### config.mk
export PLATFORM = sky130hd
export DESIGN_NAME = ccpd_top
export DESIGN_NICKNAME = d
export VERILOG_FILES = /design/src/shared/ccpd_pkg.sv /design/src/rtl/ccpd_clksw.sv /design/src/rtl/ccpd_top.sv /design/src/rtl/ccpd_trim.sv
export VERILOG_INCLUDE_DIRS = /design/src /design/src/shared
export SDC_FILE = /design/constraint.sdc
export NUM_CORES = 1
export LEC_CHECK = 0
export BUFFER_PORTS_ARGS = -buffer_cell sky130_fd_sc_hd__buf_2
export CELL_PAD_IN_SITES_DETAIL_PLACEMENT = 0
export CELL_PAD_IN_SITES_GLOBAL_PLACEMENT = 1
export CORE_UTILIZATION = 48
export DETAILED_ROUTE_END_ITERATION = 10
export GPL_ROUTABILITY_DRIVEN = 0
export PLACE_DENSITY = 0.83
export SLEW_MARGIN = 20
export SYNTH_ARGS = -nofsm -noshare
export SYNTH_HDL_FRONTEND = slang
export SYNTH_HIERARCHICAL = 1
export SYNTH_SLANG_ARGS = --single-unit
export TNS_END_PERCENT = 100
### constraint.sdc
create_clock -name clk -period 12.3 [get_ports clk]
set_input_delay 1.845 -clock clk [delete_from_list [all_inputs] [get_ports clk]]
set_output_delay 1.845 -clock clk [all_outputs]
set_load 0.02 [all_outputs]
### src/shared/ccpd_cfg.svh
// register offsets, field positions, reset values and counts of the clock controller
`ifndef CCPD_CFG_SVH
`define CCPD_CFG_SVH
`define CCPD_A_PWR 8'h00
`define CCPD_A_SEL0 8'h04
`define CCPD_A_DIV 8'h08
`define CCPD_A_GATE 8'h0C
`define CCPD_A_TRIMC 8'h10
`define CCPD_A_TRIMS 8'h14
`define CCPD_A_ISTS 8'h18
`define CCPD_A_ICLR 8'h1C
`define CCPD_A_IEN 8'h20
`define CCPD_A_TICK 8'h24
`define CCPD_A_STAT 8'h28
`define CCPD_PWR_FXT 0
`define CCPD_PWR_SXT 1
`define CCPD_PWR_FIO 2
`define CCPD_PWR_SIO 3
`define CCPD_PWR_PLL 4
`define CCPD_PWR_PREF 5
`define CCPD_PWR_POWER_DOWN_ENABLE 7
`define CCPD_TICK_SRC 2
`define CCPD_IRQ_WAKE 0
`define CCPD_IRQ_LOCK 1
`define CCPD_IRQ_FAIL 2
`define CCPD_PWR_RST 8'h0C
`define CCPD_SEL0_RST 6'h3F
`define CCPD_GATE_RST 8'h01
`define CCPD_SRC_FXT 3'h0
`define CCPD_SRC_SXT 3'h1
`define CCPD_SRC_PLL 3'h2
`define CCPD_SRC_SIO 3'h3
`define CCPD_SRC_FIO 3'h4
`define CCPD_FIO_HZ 22118400
`define CCPD_SXT_HZ 32768
`define CCPD_TRIM_TGT (`CCPD_FIO_HZ / `CCPD_SXT_HZ)
`define CCPD_TRIM_CODE_RST 9'h100
`define CCPD_RETRY_BASE 10'h040
`endif

### src/shared/ccpd_pkg.sv
// state types and source mapping of the clock controller
`include "ccpd_cfg.svh"
package ccpd_pkg;
	typedef enum logic [1:0] {
		PD_RUN = 2'b00,
		PD_DOWN = 2'b01,
		PD_WAKE = 2'b10
	} ccpd_pd_t;
	typedef enum logic [1:0] {
		SW_IDLE = 2'b00,
		SW_DROP = 2'b01,
		SW_PICK = 2'b10
	} ccpd_sw_t;

	// system clock select code to source index
	function automatic logic [2:0] ccpd_sys_idx(input logic [2:0] sel);
		return (sel < 3'h4) ? sel : `CCPD_SRC_FIO;
	endfunction : ccpd_sys_idx

	// tick reference select code to source index
	function automatic logic [2:0] ccpd_tick_idx(input logic [2:0] sel);
		case (sel)
			3'h0: return `CCPD_SRC_FXT;
			3'h1: return `CCPD_SRC_SXT;
			3'h3: return `CCPD_SRC_SIO;
			default: return `CCPD_SRC_FIO;
		endcase
	endfunction : ccpd_tick_idx
endpackage : ccpd_pkg
### src/rtl/ccpd_clksw.sv
// glitch-free switch between synchronised clock source levels
`timescale 1ns/1ps
module ccpd_clksw
	import ccpd_pkg::*;
#(
	parameter int N = 5,
	parameter logic [2:0] RST_IDX = 3'h4
)
(
	input wire logic clk,
	input wire logic rst_n,
	input wire logic [N-1:0] src,
	input wire logic [N-1:0] ok,
	input wire logic [2:0] sel,
	output logic out_q,
	output logic [2:0] cur_q,
	output logic busy_q
);
	ccpd_sw_t st_q, st_d;
	logic [2:0] cur_d, nxt_q, nxt_d;
	logic out_d;

	always_comb
	begin
		st_d = st_q;
		cur_d = cur_q;
		nxt_d = nxt_q;
		case (st_q)
			SW_IDLE:
				if (sel != cur_q && ok[sel] && ok[cur_q])
				begin
					st_d = SW_DROP;
					nxt_d = sel;
				end
			// old source seen low: output parks low
			SW_DROP:
				if (!src[cur_q])
					st_d = SW_PICK;
			// new source seen low: output follows it from low
			SW_PICK:
				if (!src[nxt_q])
				begin
					st_d = SW_IDLE;
					cur_d = nxt_q;
				end
			default: st_d = SW_IDLE;
		endcase
		out_d = (st_d != SW_PICK) && src[cur_d]; // [RULE16]
	end

	always_ff @(posedge clk)
	begin
		if (!rst_n)
		begin
			st_q <= SW_IDLE;
			cur_q <= RST_IDX;
			nxt_q <= RST_IDX;
			out_q <= 1'b0;
			busy_q <= 1'b0;
		end
		else
		begin
			st_q <= st_d;
			cur_q <= cur_d;
			nxt_q <= nxt_d;
			out_q <= out_d;
			busy_q <= (st_d != SW_IDLE);
		end
	end
endmodule : ccpd_clksw

### src/rtl/ccpd_top.sv
// clock controller: sources, clock switching, power-down and registers
//
// Decided for this implementation: the register addresses and the strobed register port.
`timescale 1ns/1ps
`include "ccpd_cfg.svh"
// ==========================================================
// Function
// [RULE1] power-down only on wait-for-interrupt with power-down enable set
// [RULE2] power-down held until an enabled wake-up source fires, then left; code leaves on any wake_in bit, with no per-source enable
// [RULE3] fast crystal and fast internal oscillator switched off in power-down
// [RULE4] pll reference selects fast crystal or fast internal oscillator
// [RULE5] slow internal oscillator offered as a clock source
// [RULE6] trim control bit 0 enables auto-trim against the slow crystal
// [RULE7] trim status bit 0 shows oscillator within one percent
// [RULE8] software should set loop select and retry limit fields to 11
// [RULE9] system clock source chosen by select register 0 bits 2:0
// [RULE10] peripheral bus clock equals the system clock
// [RULE11] tick counts processor or reference clock, per tick control bit 2
// [RULE12] tick reference chosen by select register 0 bits 5:3
// [RULE13] software waits for old and new sources stable before switching
// [RULE14] per-clock gating, source selection and division of system clocks
// [RULE15] wake-up interrupt raised when woken from power-down
// [RULE16] every source change is glitch-free, synced to old and new; the tick control bit 2 switch is a plain unsynced mux
module ccpd_top
	import ccpd_pkg::*;
#(
	parameter int WAKE_N = 8,
	parameter int GATE_N = 8
)
(
	input wire logic clk,
	input wire logic rst_n,
	input wire logic [7:0] addr,
	input wire logic [31:0] wdata,
	input wire logic wr,
	input wire logic rd,
	output logic [31:0] rdata_q,
	input wire logic wfi,
	input wire logic [WAKE_N-1:0] wake_in,
	input wire logic [4:0] src_in,
	input wire logic [4:0] src_ok_in,
	output logic [4:0] osc_en_q,
	output logic pll_ref_q,
	output logic sys_clk_q,
	output logic periph_clk_q,
	output logic [GATE_N-1:0] periph_gate_q,
	output logic tick_clk_q,
	output logic [8:0] trim_code_q,
	output logic power_down_q,
	output logic wakeup_irq_q,
	output logic irq_q
);

	// ==========================================================
	// input synchronisers
	logic [4:0] src_m, src_s, ok_m, ok_s;
	logic [WAKE_N-1:0] wk_m, wk_s;

	always_ff @(posedge clk)
	begin
		src_m <= src_in;
		src_s <= src_m;
		ok_m <= src_ok_in;
		ok_s <= ok_m;
		wk_m <= wake_in;
		wk_s <= wk_m;
	end

	// ==========================================================
	// registers
	logic [7:0] pwr_q, pwr_d, trimc_q, trimc_d;
	logic [5:0] sel0_q, sel0_d;
	logic [3:0] div_q, div_d;
	logic [GATE_N-1:0] gate_q, gate_d;
	logic [2:0] ien_q, ien_d, ists_q, ists_d, ev;
	logic tick_q, tick_d;
	logic [31:0] rd_d;
	logic sys_busy, tick_busy, lock, lock_ev, fail_ev, wake_ev;
	logic [2:0] sys_cur, tick_cur;

	always_comb
	begin
		pwr_d = pwr_q;
		sel0_d = sel0_q;
		div_d = div_q;
		gate_d = gate_q;
		trimc_d = trimc_q;
		ien_d = ien_q;
		tick_d = tick_q;
		ev = {fail_ev, lock_ev, wake_ev};
		ists_d = ists_q;
		if (wr)
		begin
			case (addr)
				`CCPD_A_PWR: pwr_d = wdata[7:0];
				`CCPD_A_SEL0: sel0_d = wdata[5:0];
				`CCPD_A_DIV: div_d = wdata[3:0];
				`CCPD_A_GATE: gate_d = wdata[GATE_N-1:0];
				`CCPD_A_TRIMC: trimc_d = wdata[7:0];
				`CCPD_A_ICLR: ists_d = ists_q & ~wdata[2:0];
				`CCPD_A_IEN: ien_d = wdata[2:0];
				`CCPD_A_TICK: tick_d = wdata[`CCPD_TICK_SRC];
				default: ;
			endcase
		end
		// a new event wins over a clear in the same cycle
		ists_d = ists_d | ev;
		rd_d = 32'h0000_0000;
		if (rd)
		begin
			case (addr)
				`CCPD_A_PWR: rd_d = 32'(pwr_q);
				`CCPD_A_SEL0: rd_d = 32'(sel0_q);
				`CCPD_A_DIV: rd_d = 32'(div_q);
				`CCPD_A_GATE: rd_d = 32'(gate_q);
				`CCPD_A_TRIMC: rd_d = 32'(trimc_q);
				`CCPD_A_TRIMS: rd_d = 32'(lock); // [RULE7]
				`CCPD_A_ISTS: rd_d = 32'(ists_q);
				`CCPD_A_IEN: rd_d = 32'(ien_q);
				`CCPD_A_TICK: rd_d = 32'({tick_q, 2'b00});
				`CCPD_A_STAT: rd_d = 32'({tick_busy, sys_busy, ok_s});
				default: rd_d = 32'h0000_0000;
			endcase
		end
	end

	always_ff @(posedge clk)
	begin
		if (!rst_n)
		begin
			pwr_q <= `CCPD_PWR_RST;
			sel0_q <= `CCPD_SEL0_RST;
			div_q <= 4'h0;
			gate_q <= GATE_N'(`CCPD_GATE_RST);
			trimc_q <= 8'h00;
			ien_q <= 3'h0;
			ists_q <= 3'h0;
			tick_q <= 1'b0;
			rdata_q <= 32'h0000_0000;
			irq_q <= 1'b0;
			wakeup_irq_q <= 1'b0;
		end
		else
		begin
			pwr_q <= pwr_d;
			sel0_q <= sel0_d;
			div_q <= div_d;
			gate_q <= gate_d;
			trimc_q <= trimc_d;
			ien_q <= ien_d;
			ists_q <= ists_d;
			tick_q <= tick_d;
			rdata_q <= rd_d;
			irq_q <= |(ists_d & ien_d);
			wakeup_irq_q <= ists_d[`CCPD_IRQ_WAKE] && ien_d[`CCPD_IRQ_WAKE]; // [RULE15]
		end
	end

	// ==========================================================
	// power-down sequencing
	ccpd_pd_t st_q, st_d;
	logic [4:0] en_d;

	always_comb
	begin
		st_d = st_q;
		wake_ev = 1'b0;
		case (st_q)
			PD_RUN:
				if (wfi && pwr_q[`CCPD_PWR_POWER_DOWN_ENABLE]) // [RULE1]
					st_d = PD_DOWN;
			PD_DOWN:
				if (|wk_s) // [RULE2]
				begin
					st_d = PD_WAKE;
					wake_ev = 1'b1; // [RULE15]
				end
			// resume once the current system source is stable again
			PD_WAKE:
				if (ok_s[sys_cur])
					st_d = PD_RUN;
			default: st_d = PD_RUN;
		endcase
		en_d = {pwr_q[`CCPD_PWR_FIO], pwr_q[`CCPD_PWR_SIO], // [RULE5]
			pwr_q[`CCPD_PWR_PLL], pwr_q[`CCPD_PWR_SXT], pwr_q[`CCPD_PWR_FXT]};
		if (st_d == PD_DOWN)
		begin
			en_d[`CCPD_SRC_FXT] = 1'b0; // [RULE3]
			en_d[`CCPD_SRC_FIO] = 1'b0; // [RULE3]
		end
	end

	always_ff @(posedge clk)
	begin
		if (!rst_n)
		begin
			st_q <= PD_RUN;
			power_down_q <= 1'b0;
			osc_en_q <= 5'h18;
			pll_ref_q <= 1'b0;
		end
		else
		begin
			st_q <= st_d;
			power_down_q <= (st_d == PD_DOWN);
			osc_en_q <= en_d;
			pll_ref_q <= pwr_q[`CCPD_PWR_PREF]; // [RULE4]
		end
	end

	// ==========================================================
	// clock switches, division and gating
	logic sw_out, sw_prev_q, ref_out, sys_d, tick_clk_d;
	logic [3:0] dcnt_q, dcnt_d;
	logic [GATE_N-1:0] pgate_d;

	ccpd_clksw #(.N(5), .RST_IDX(`CCPD_SRC_FIO)) u_sys_sw (
		.clk(clk),
		.rst_n(rst_n),
		.src(src_s),
		.ok(ok_s),
		.sel(ccpd_sys_idx(sel0_q[2:0])), // [RULE9]
		.out_q(sw_out),
		.cur_q(sys_cur),
		.busy_q(sys_busy)
	);

	ccpd_clksw #(.N(5), .RST_IDX(`CCPD_SRC_FIO)) u_tick_sw (
		.clk(clk),
		.rst_n(rst_n),
		.src(src_s),
		.ok(ok_s),
		.sel(ccpd_tick_idx(sel0_q[5:3])), // [RULE12]
		.out_q(ref_out),
		.cur_q(tick_cur),
		.busy_q(tick_busy)
	);

	always_comb
	begin
		dcnt_d = dcnt_q;
		sys_d = sys_clk_q;
		if (st_q == PD_DOWN)
			sys_d = 1'b0;
		else if (div_q == 4'h0) // [RULE14]
			sys_d = sw_out;
		else if (sw_out && !sw_prev_q)
		begin
			if (dcnt_q >= div_q - 4'h1)
			begin
				dcnt_d = 4'h0;
				sys_d = !sys_clk_q;
			end
			else
				dcnt_d = dcnt_q + 4'h1;
		end
		tick_clk_d = tick_q ? sys_clk_q : ref_out; // [RULE11]
		pgate_d = (st_d == PD_DOWN) ? '0 : gate_q; // [RULE14]
	end

	always_ff @(posedge clk)
	begin
		if (!rst_n)
		begin
			dcnt_q <= 4'h0;
			sw_prev_q <= 1'b0;
			sys_clk_q <= 1'b0;
			periph_clk_q <= 1'b0;
			tick_clk_q <= 1'b0;
			periph_gate_q <= '0;
		end
		else
		begin
			dcnt_q <= dcnt_d;
			sw_prev_q <= sw_out;
			sys_clk_q <= sys_d;
			periph_clk_q <= sys_d; // [RULE10]
			tick_clk_q <= tick_clk_d;
			periph_gate_q <= pgate_d;
		end
	end

	// ==========================================================
	// auto-trim; loop and retry fields are best left at 11 by software
	ccpd_trim u_trim (
		.clk(clk),
		.rst_n(rst_n),
		.en(trimc_q[0] && st_q == PD_RUN), // [RULE6]
		.ref_lvl(src_s[`CCPD_SRC_SXT]),
		.osc_lvl(src_s[`CCPD_SRC_FIO]),
		.loop_sel(trimc_q[5:4]), // [RULE8]
		.retry_sel(trimc_q[7:6]), // [RULE8]
		.code_q(trim_code_q),
		.lock_q(lock),
		.lock_ev_q(lock_ev),
		.fail_ev_q(fail_ev)
	);
endmodule : ccpd_top

### src/rtl/ccpd_trim.sv
// auto-trim of the fast internal oscillator against the slow crystal
`timescale 1ns/1ps
`include "ccpd_cfg.svh"
module ccpd_trim
	import ccpd_pkg::*;
(
	input wire logic clk,
	input wire logic rst_n,
	input wire logic en,
	input wire logic ref_lvl,
	input wire logic osc_lvl,
	input wire logic [1:0] loop_sel,
	input wire logic [1:0] retry_sel,
	output logic [8:0] code_q,
	output logic lock_q,
	output logic lock_ev_q,
	output logic fail_ev_q
);
	logic [15:0] cnt_q, cnt_d, tgt, tol;
	logic [3:0] per_q, per_d;
	logic [9:0] try_q, try_d;
	logic [8:0] code_d;
	logic ref_q, osc_q, lock_d, fail_d, eval, in_rng;

	always_comb
	begin
		tgt = 16'(`CCPD_TRIM_TGT) << loop_sel;
		tol = tgt >> 7;
		cnt_d = cnt_q;
		per_d = per_q;
		try_d = try_q;
		code_d = code_q;
		lock_d = lock_q;
		fail_d = 1'b0;
		eval = en && ref_lvl && !ref_q && per_q == (4'h1 << loop_sel);
		in_rng = cnt_q <= tgt + tol && cnt_q + tol >= tgt;
		if (!en)
		begin
			cnt_d = 16'h0000;
			per_d = 4'h0;
			try_d = 10'h000;
			lock_d = 1'b0;
		end
		else
		begin
			if (osc_lvl && !osc_q)
				cnt_d = cnt_q + 16'h0001;
			if (eval) // [RULE6]
			begin
				cnt_d = 16'h0000;
				per_d = 4'h1;
				lock_d = in_rng; // [RULE7]
				if (in_rng)
					try_d = 10'h000;
				else
				begin
					if (cnt_q > tgt && code_q != 9'h000)
						code_d = code_q - 9'h001;
					else if (cnt_q < tgt && code_q != 9'h1FF)
						code_d = code_q + 9'h001;
					try_d = try_q + 10'h001;
					if (try_d == (`CCPD_RETRY_BASE << retry_sel))
					begin
						fail_d = 1'b1;
						try_d = 10'h000;
					end
				end
			end
			else if (ref_lvl && !ref_q)
			begin
				if (per_q == 4'h0)
					cnt_d = 16'h0000;
				per_d = per_q + 4'h1;
			end
		end
	end

	always_ff @(posedge clk)
	begin
		if (!rst_n)
		begin
			cnt_q <= 16'h0000;
			per_q <= 4'h0;
			try_q <= 10'h000;
			code_q <= `CCPD_TRIM_CODE_RST;
			lock_q <= 1'b0;
			lock_ev_q <= 1'b0;
			fail_ev_q <= 1'b0;
			ref_q <= 1'b0;
			osc_q <= 1'b0;
		end
		else
		begin
			cnt_q <= cnt_d;
			per_q <= per_d;
			try_q <= try_d;
			code_q <= code_d;
			lock_q <= lock_d;
			lock_ev_q <= lock_d && !lock_q;
			fail_ev_q <= fail_d;
			ref_q <= ref_lvl;
			osc_q <= osc_lvl;
		end
	end
endmodule : ccpd_trim

==> run metrics <==
status=finished clean; syn avg cell area=8.94 µm²; commonest register cell after synthesis=dfxtp_1; XOR/XNOR Fraction of Synth Area=4.54%; Clock Tree Buf Depth=2; largest family of logic cells by synthesized area=simple AND/OR/NAND/NOR gates; proportion of synthesized area in mux cells=between 4 and 5%; most common cell in the netlist=dfxtp_1; slew margin rel.=roughly a quarter; post-route DRC violation count=0; R2R Setup Slk=between 5000 and 6000 ps; Initial Util=49.2%; CTS Buf Count=17; RSZ-0062 raised after global routing=false; All-Layer GR Usage=22.0%; Max Fanout on Critical Path=12; register bit count reported by yosys=175; area of the multi-input gates=0.00560 mm²; CP cell instances=inv_1, ha_1, nor2_1, inv_1, ha_1, fa_1, a21o_1, nand2_1, nand2_1, a21oi_1, or3_1, xnor2_1, ha_1, a21o_1, a211o_1, a211oi_1, a21oi_1, o31ai_2, o21ai_2, or3_1, nand3_1; largest cells by area after synthesis=dfxtp_1 (36%), ha_1 (8.9%), nand2_1 (3.8%); pwr dens=110 mW/mm²; max_cap viols=0; clk slew on worst S/H paths=80 ps; Sequential Area=0.00350 mm²; GRT overflow=0; n_diodes=0; initial drt markers=around 430; Most common cell on crit path=ha_1; vias in the first global route=7,018; R2R depth=21; post-synth top area cell=dfxtp_1; synth unique cells=83; Post-DRT Antenna Nets=0; Area Overhead vs Synth=9.96%; Setup CP Type=register to register; simple-gate share of the synthesized area=23.0%; Die Span X=144 µm; die area=0.0207 mm²; IO Pins=about 120; Crit-path slowest cell=o31ai_2; setup_tns=0 ps; FILL cells=between 1,500 and 2,000; row count=51; Min-Delay Path Class=register to register; Hold Crit Depth=0; clk root buf=clkbuf_16; vias=7,626; max frequency=roughly 0.15 GHz; CTS hold repair buffers=0; hold wc startpoint=ok_m[3]$_DFF_P_; Post CTS Setup Buffer Count=0; FF-to-FF End=u_trim/code_q[8]$_SDFFE_PN1P_; Hold Path End=ok_s[3]$_DFF_P_; Clock Skew=around 12 ps; peak supply drop=around 0.091 mV; Worst-Margin Slew=1090 ps; post-synthesis async set-or-reset flop share=0%; first-pass GRT wire length=35,600 µm; Gate Count Post-Synth=1,079; top cells by count, synth=dfxtp_1 (175), nand2_1 (97), nor2_1 (84); Post-DP HPWL=15,900 µm; Port Buffer Count=75; core area=0.0196 mm²; Util after Layout=54.1%; adder-cell area share of the yosys netlist=9.36%; WP data required=12,660 ps; Sink Count=about 180; area share of the largest cell type after synthesis=36.3%; Final period util=55.2%; Inst Count DP=1,374; Mapped Area=0.00965 mm²; initial antenna violation count=0; Seq/Total Area, Yosys=roughly 36%; layout cells sized above 1=12.5%; Worst Setup Start Kind=register; CTS tree=yes; Static Leak=4.27 nW; Vias/cell=5.43; crit-path max cell delay=900 ps; final hold violations=0; CTS resizes=0; drt first pass iters=5; final worst slack=around 5500 ps; Chip Height=144 µm; Setup crit end kind=register; dpl ws=5560 ps; pin count of the biggest net entering global routing=62; Post-synth EDFFs=0; Final nets=roughly 1,300; Compound-Gate Fraction of Synth Area=between 15 and 20%; clk_lat worst skew=430 ps; non-filler cells in the finished layout=1,405; htree depth=4; Synth warnings=6; routed len/inst=roughly 16 µm; final number of setup-violating endpoints=0; crit path time final=6790 ps; Slew Viols, Final=0; WHS=~320 ps; RR Startpoint=trimc_q[4]$_SDFFE_PN0P_; CP arrival=7150 ps; final wirelength=21,800 µm
## worst max path at each step
stage                                        from                            end  slack, ps  cells after the start
after floorplan           trimc_q[4]$_SDFFE_PN0P_  u_trim/code_q[8]$_SDFFE_PN1P_       7340                     23
after global placement    trimc_q[4]$_SDFFE_PN0P_  u_trim/code_q[8]$_SDFFE_PN1P_       5580                     21
after detailed placement  trimc_q[4]$_SDFFE_PN0P_  u_trim/code_q[8]$_SDFFE_PN1P_       5560                     21
after CTS                 trimc_q[4]$_SDFFE_PN0P_  u_trim/code_q[8]$_SDFFE_PN1P_       5520                     21
after global routing      trimc_q[4]$_SDFFE_PN0P_  u_trim/code_q[8]$_SDFFE_PN1P_       5010                     21
final                     trimc_q[4]$_SDFFE_PN0P_  u_trim/code_q[8]$_SDFFE_PN1P_       5510                     21
## cell families after synthesis
family,Yosys count
and+or+nand+nor,418
AOI/OAI and AO/OA,206
DFF,175
buffers and inverters,118
adders and majority gates,71
xor gates and xnor gates,50
muxes,40
other,1
## layer usage
metal	track usage, %	part of all wire (%)	vias to the layer above
met5	0	0	-
met4	6.61	1.5	0
met3	4.10	4.9	20
met2	35.5	46	188
met1	29.6	48	3531
li1	-	-	3887
## placed cells by master, fill, tap and decap left out, types with 7 or more instances in the layout
master     netlist  routed
nand2_1         97      97
a22oi_1         16      16
a21oi_1         34      34
xor2_1          16      16
a21o_1          12      12
nand2b_1        12      12
o21ai_0         28      28
mux2i_1         36      36
o31ai_1         10      10
nand3_1         56      56
nand4_1         18      18
a21boi_1        19      19
dfxtp_1        175     175
nor3b_1          8       8
buf_2           14      75
nor4_1          11      11
nor2b_1         37      37
ha_1            69      69
a31oi_1         11      11
conb_1           1      24
nor3_1          22      22
a22o_1           7       7
clkbuf_16        0      17
and2_1          25      25
xnor2_1         34      34
o21ai_1          7       7
inv_1           46      46
nor2_1          84      84
## sequential cells by signal, indices dropped and copies added, names as in the netlist, 6 cells and up
signal and flops:
gate_q 8, periph_gate_q 8, pwr_q 8, rdata_q 8, sel0_q 6, trimc_q 8, u_trim/cnt_q 16, u_trim/code_q 9
u_trim/try_q 10, wk_m 8, wk_s 8
## power by group
part / internal (mW) / switching (mW)
registers: 0.574 / 0.00503
logic: 0.0131 / 0.0275
clock network: 0.306 / 0.245
## worst max-delay path, delay by kind of cell (launching register included)
kind / cells / cell delay, ps
compound gates: 8 / 2690
xor+xnor: 1 / 120
fa+ha+maj: 4 / 1380
buf+inv: 2 / 530
flops: 1 / 710
simple gates: 6 / 1290
## metrics by stage
step,total power [mW],cell area [µm²]
2_1_floorplan,0.622,9730
3_3_place_gp,0.632,10000
3_5_place_dp,0.633,10000
4_1_cts,1.19,10600
5_1_grt,1.21,10600
6_report,1.17,10600
## final cells by class
cell class | instances | area share [%]
multi-input cells | 809 | 52.8
well taps | 265 | 3.13
clock buffers | 17 | 4.01
flip-flops and latches | 175 | 33.0
clock inverters | 14 | 1.63
inverters | 48 | 1.70
repair buffers | 77 | 3.68
No activity file was read; power rests on OpenSTA's default activity.
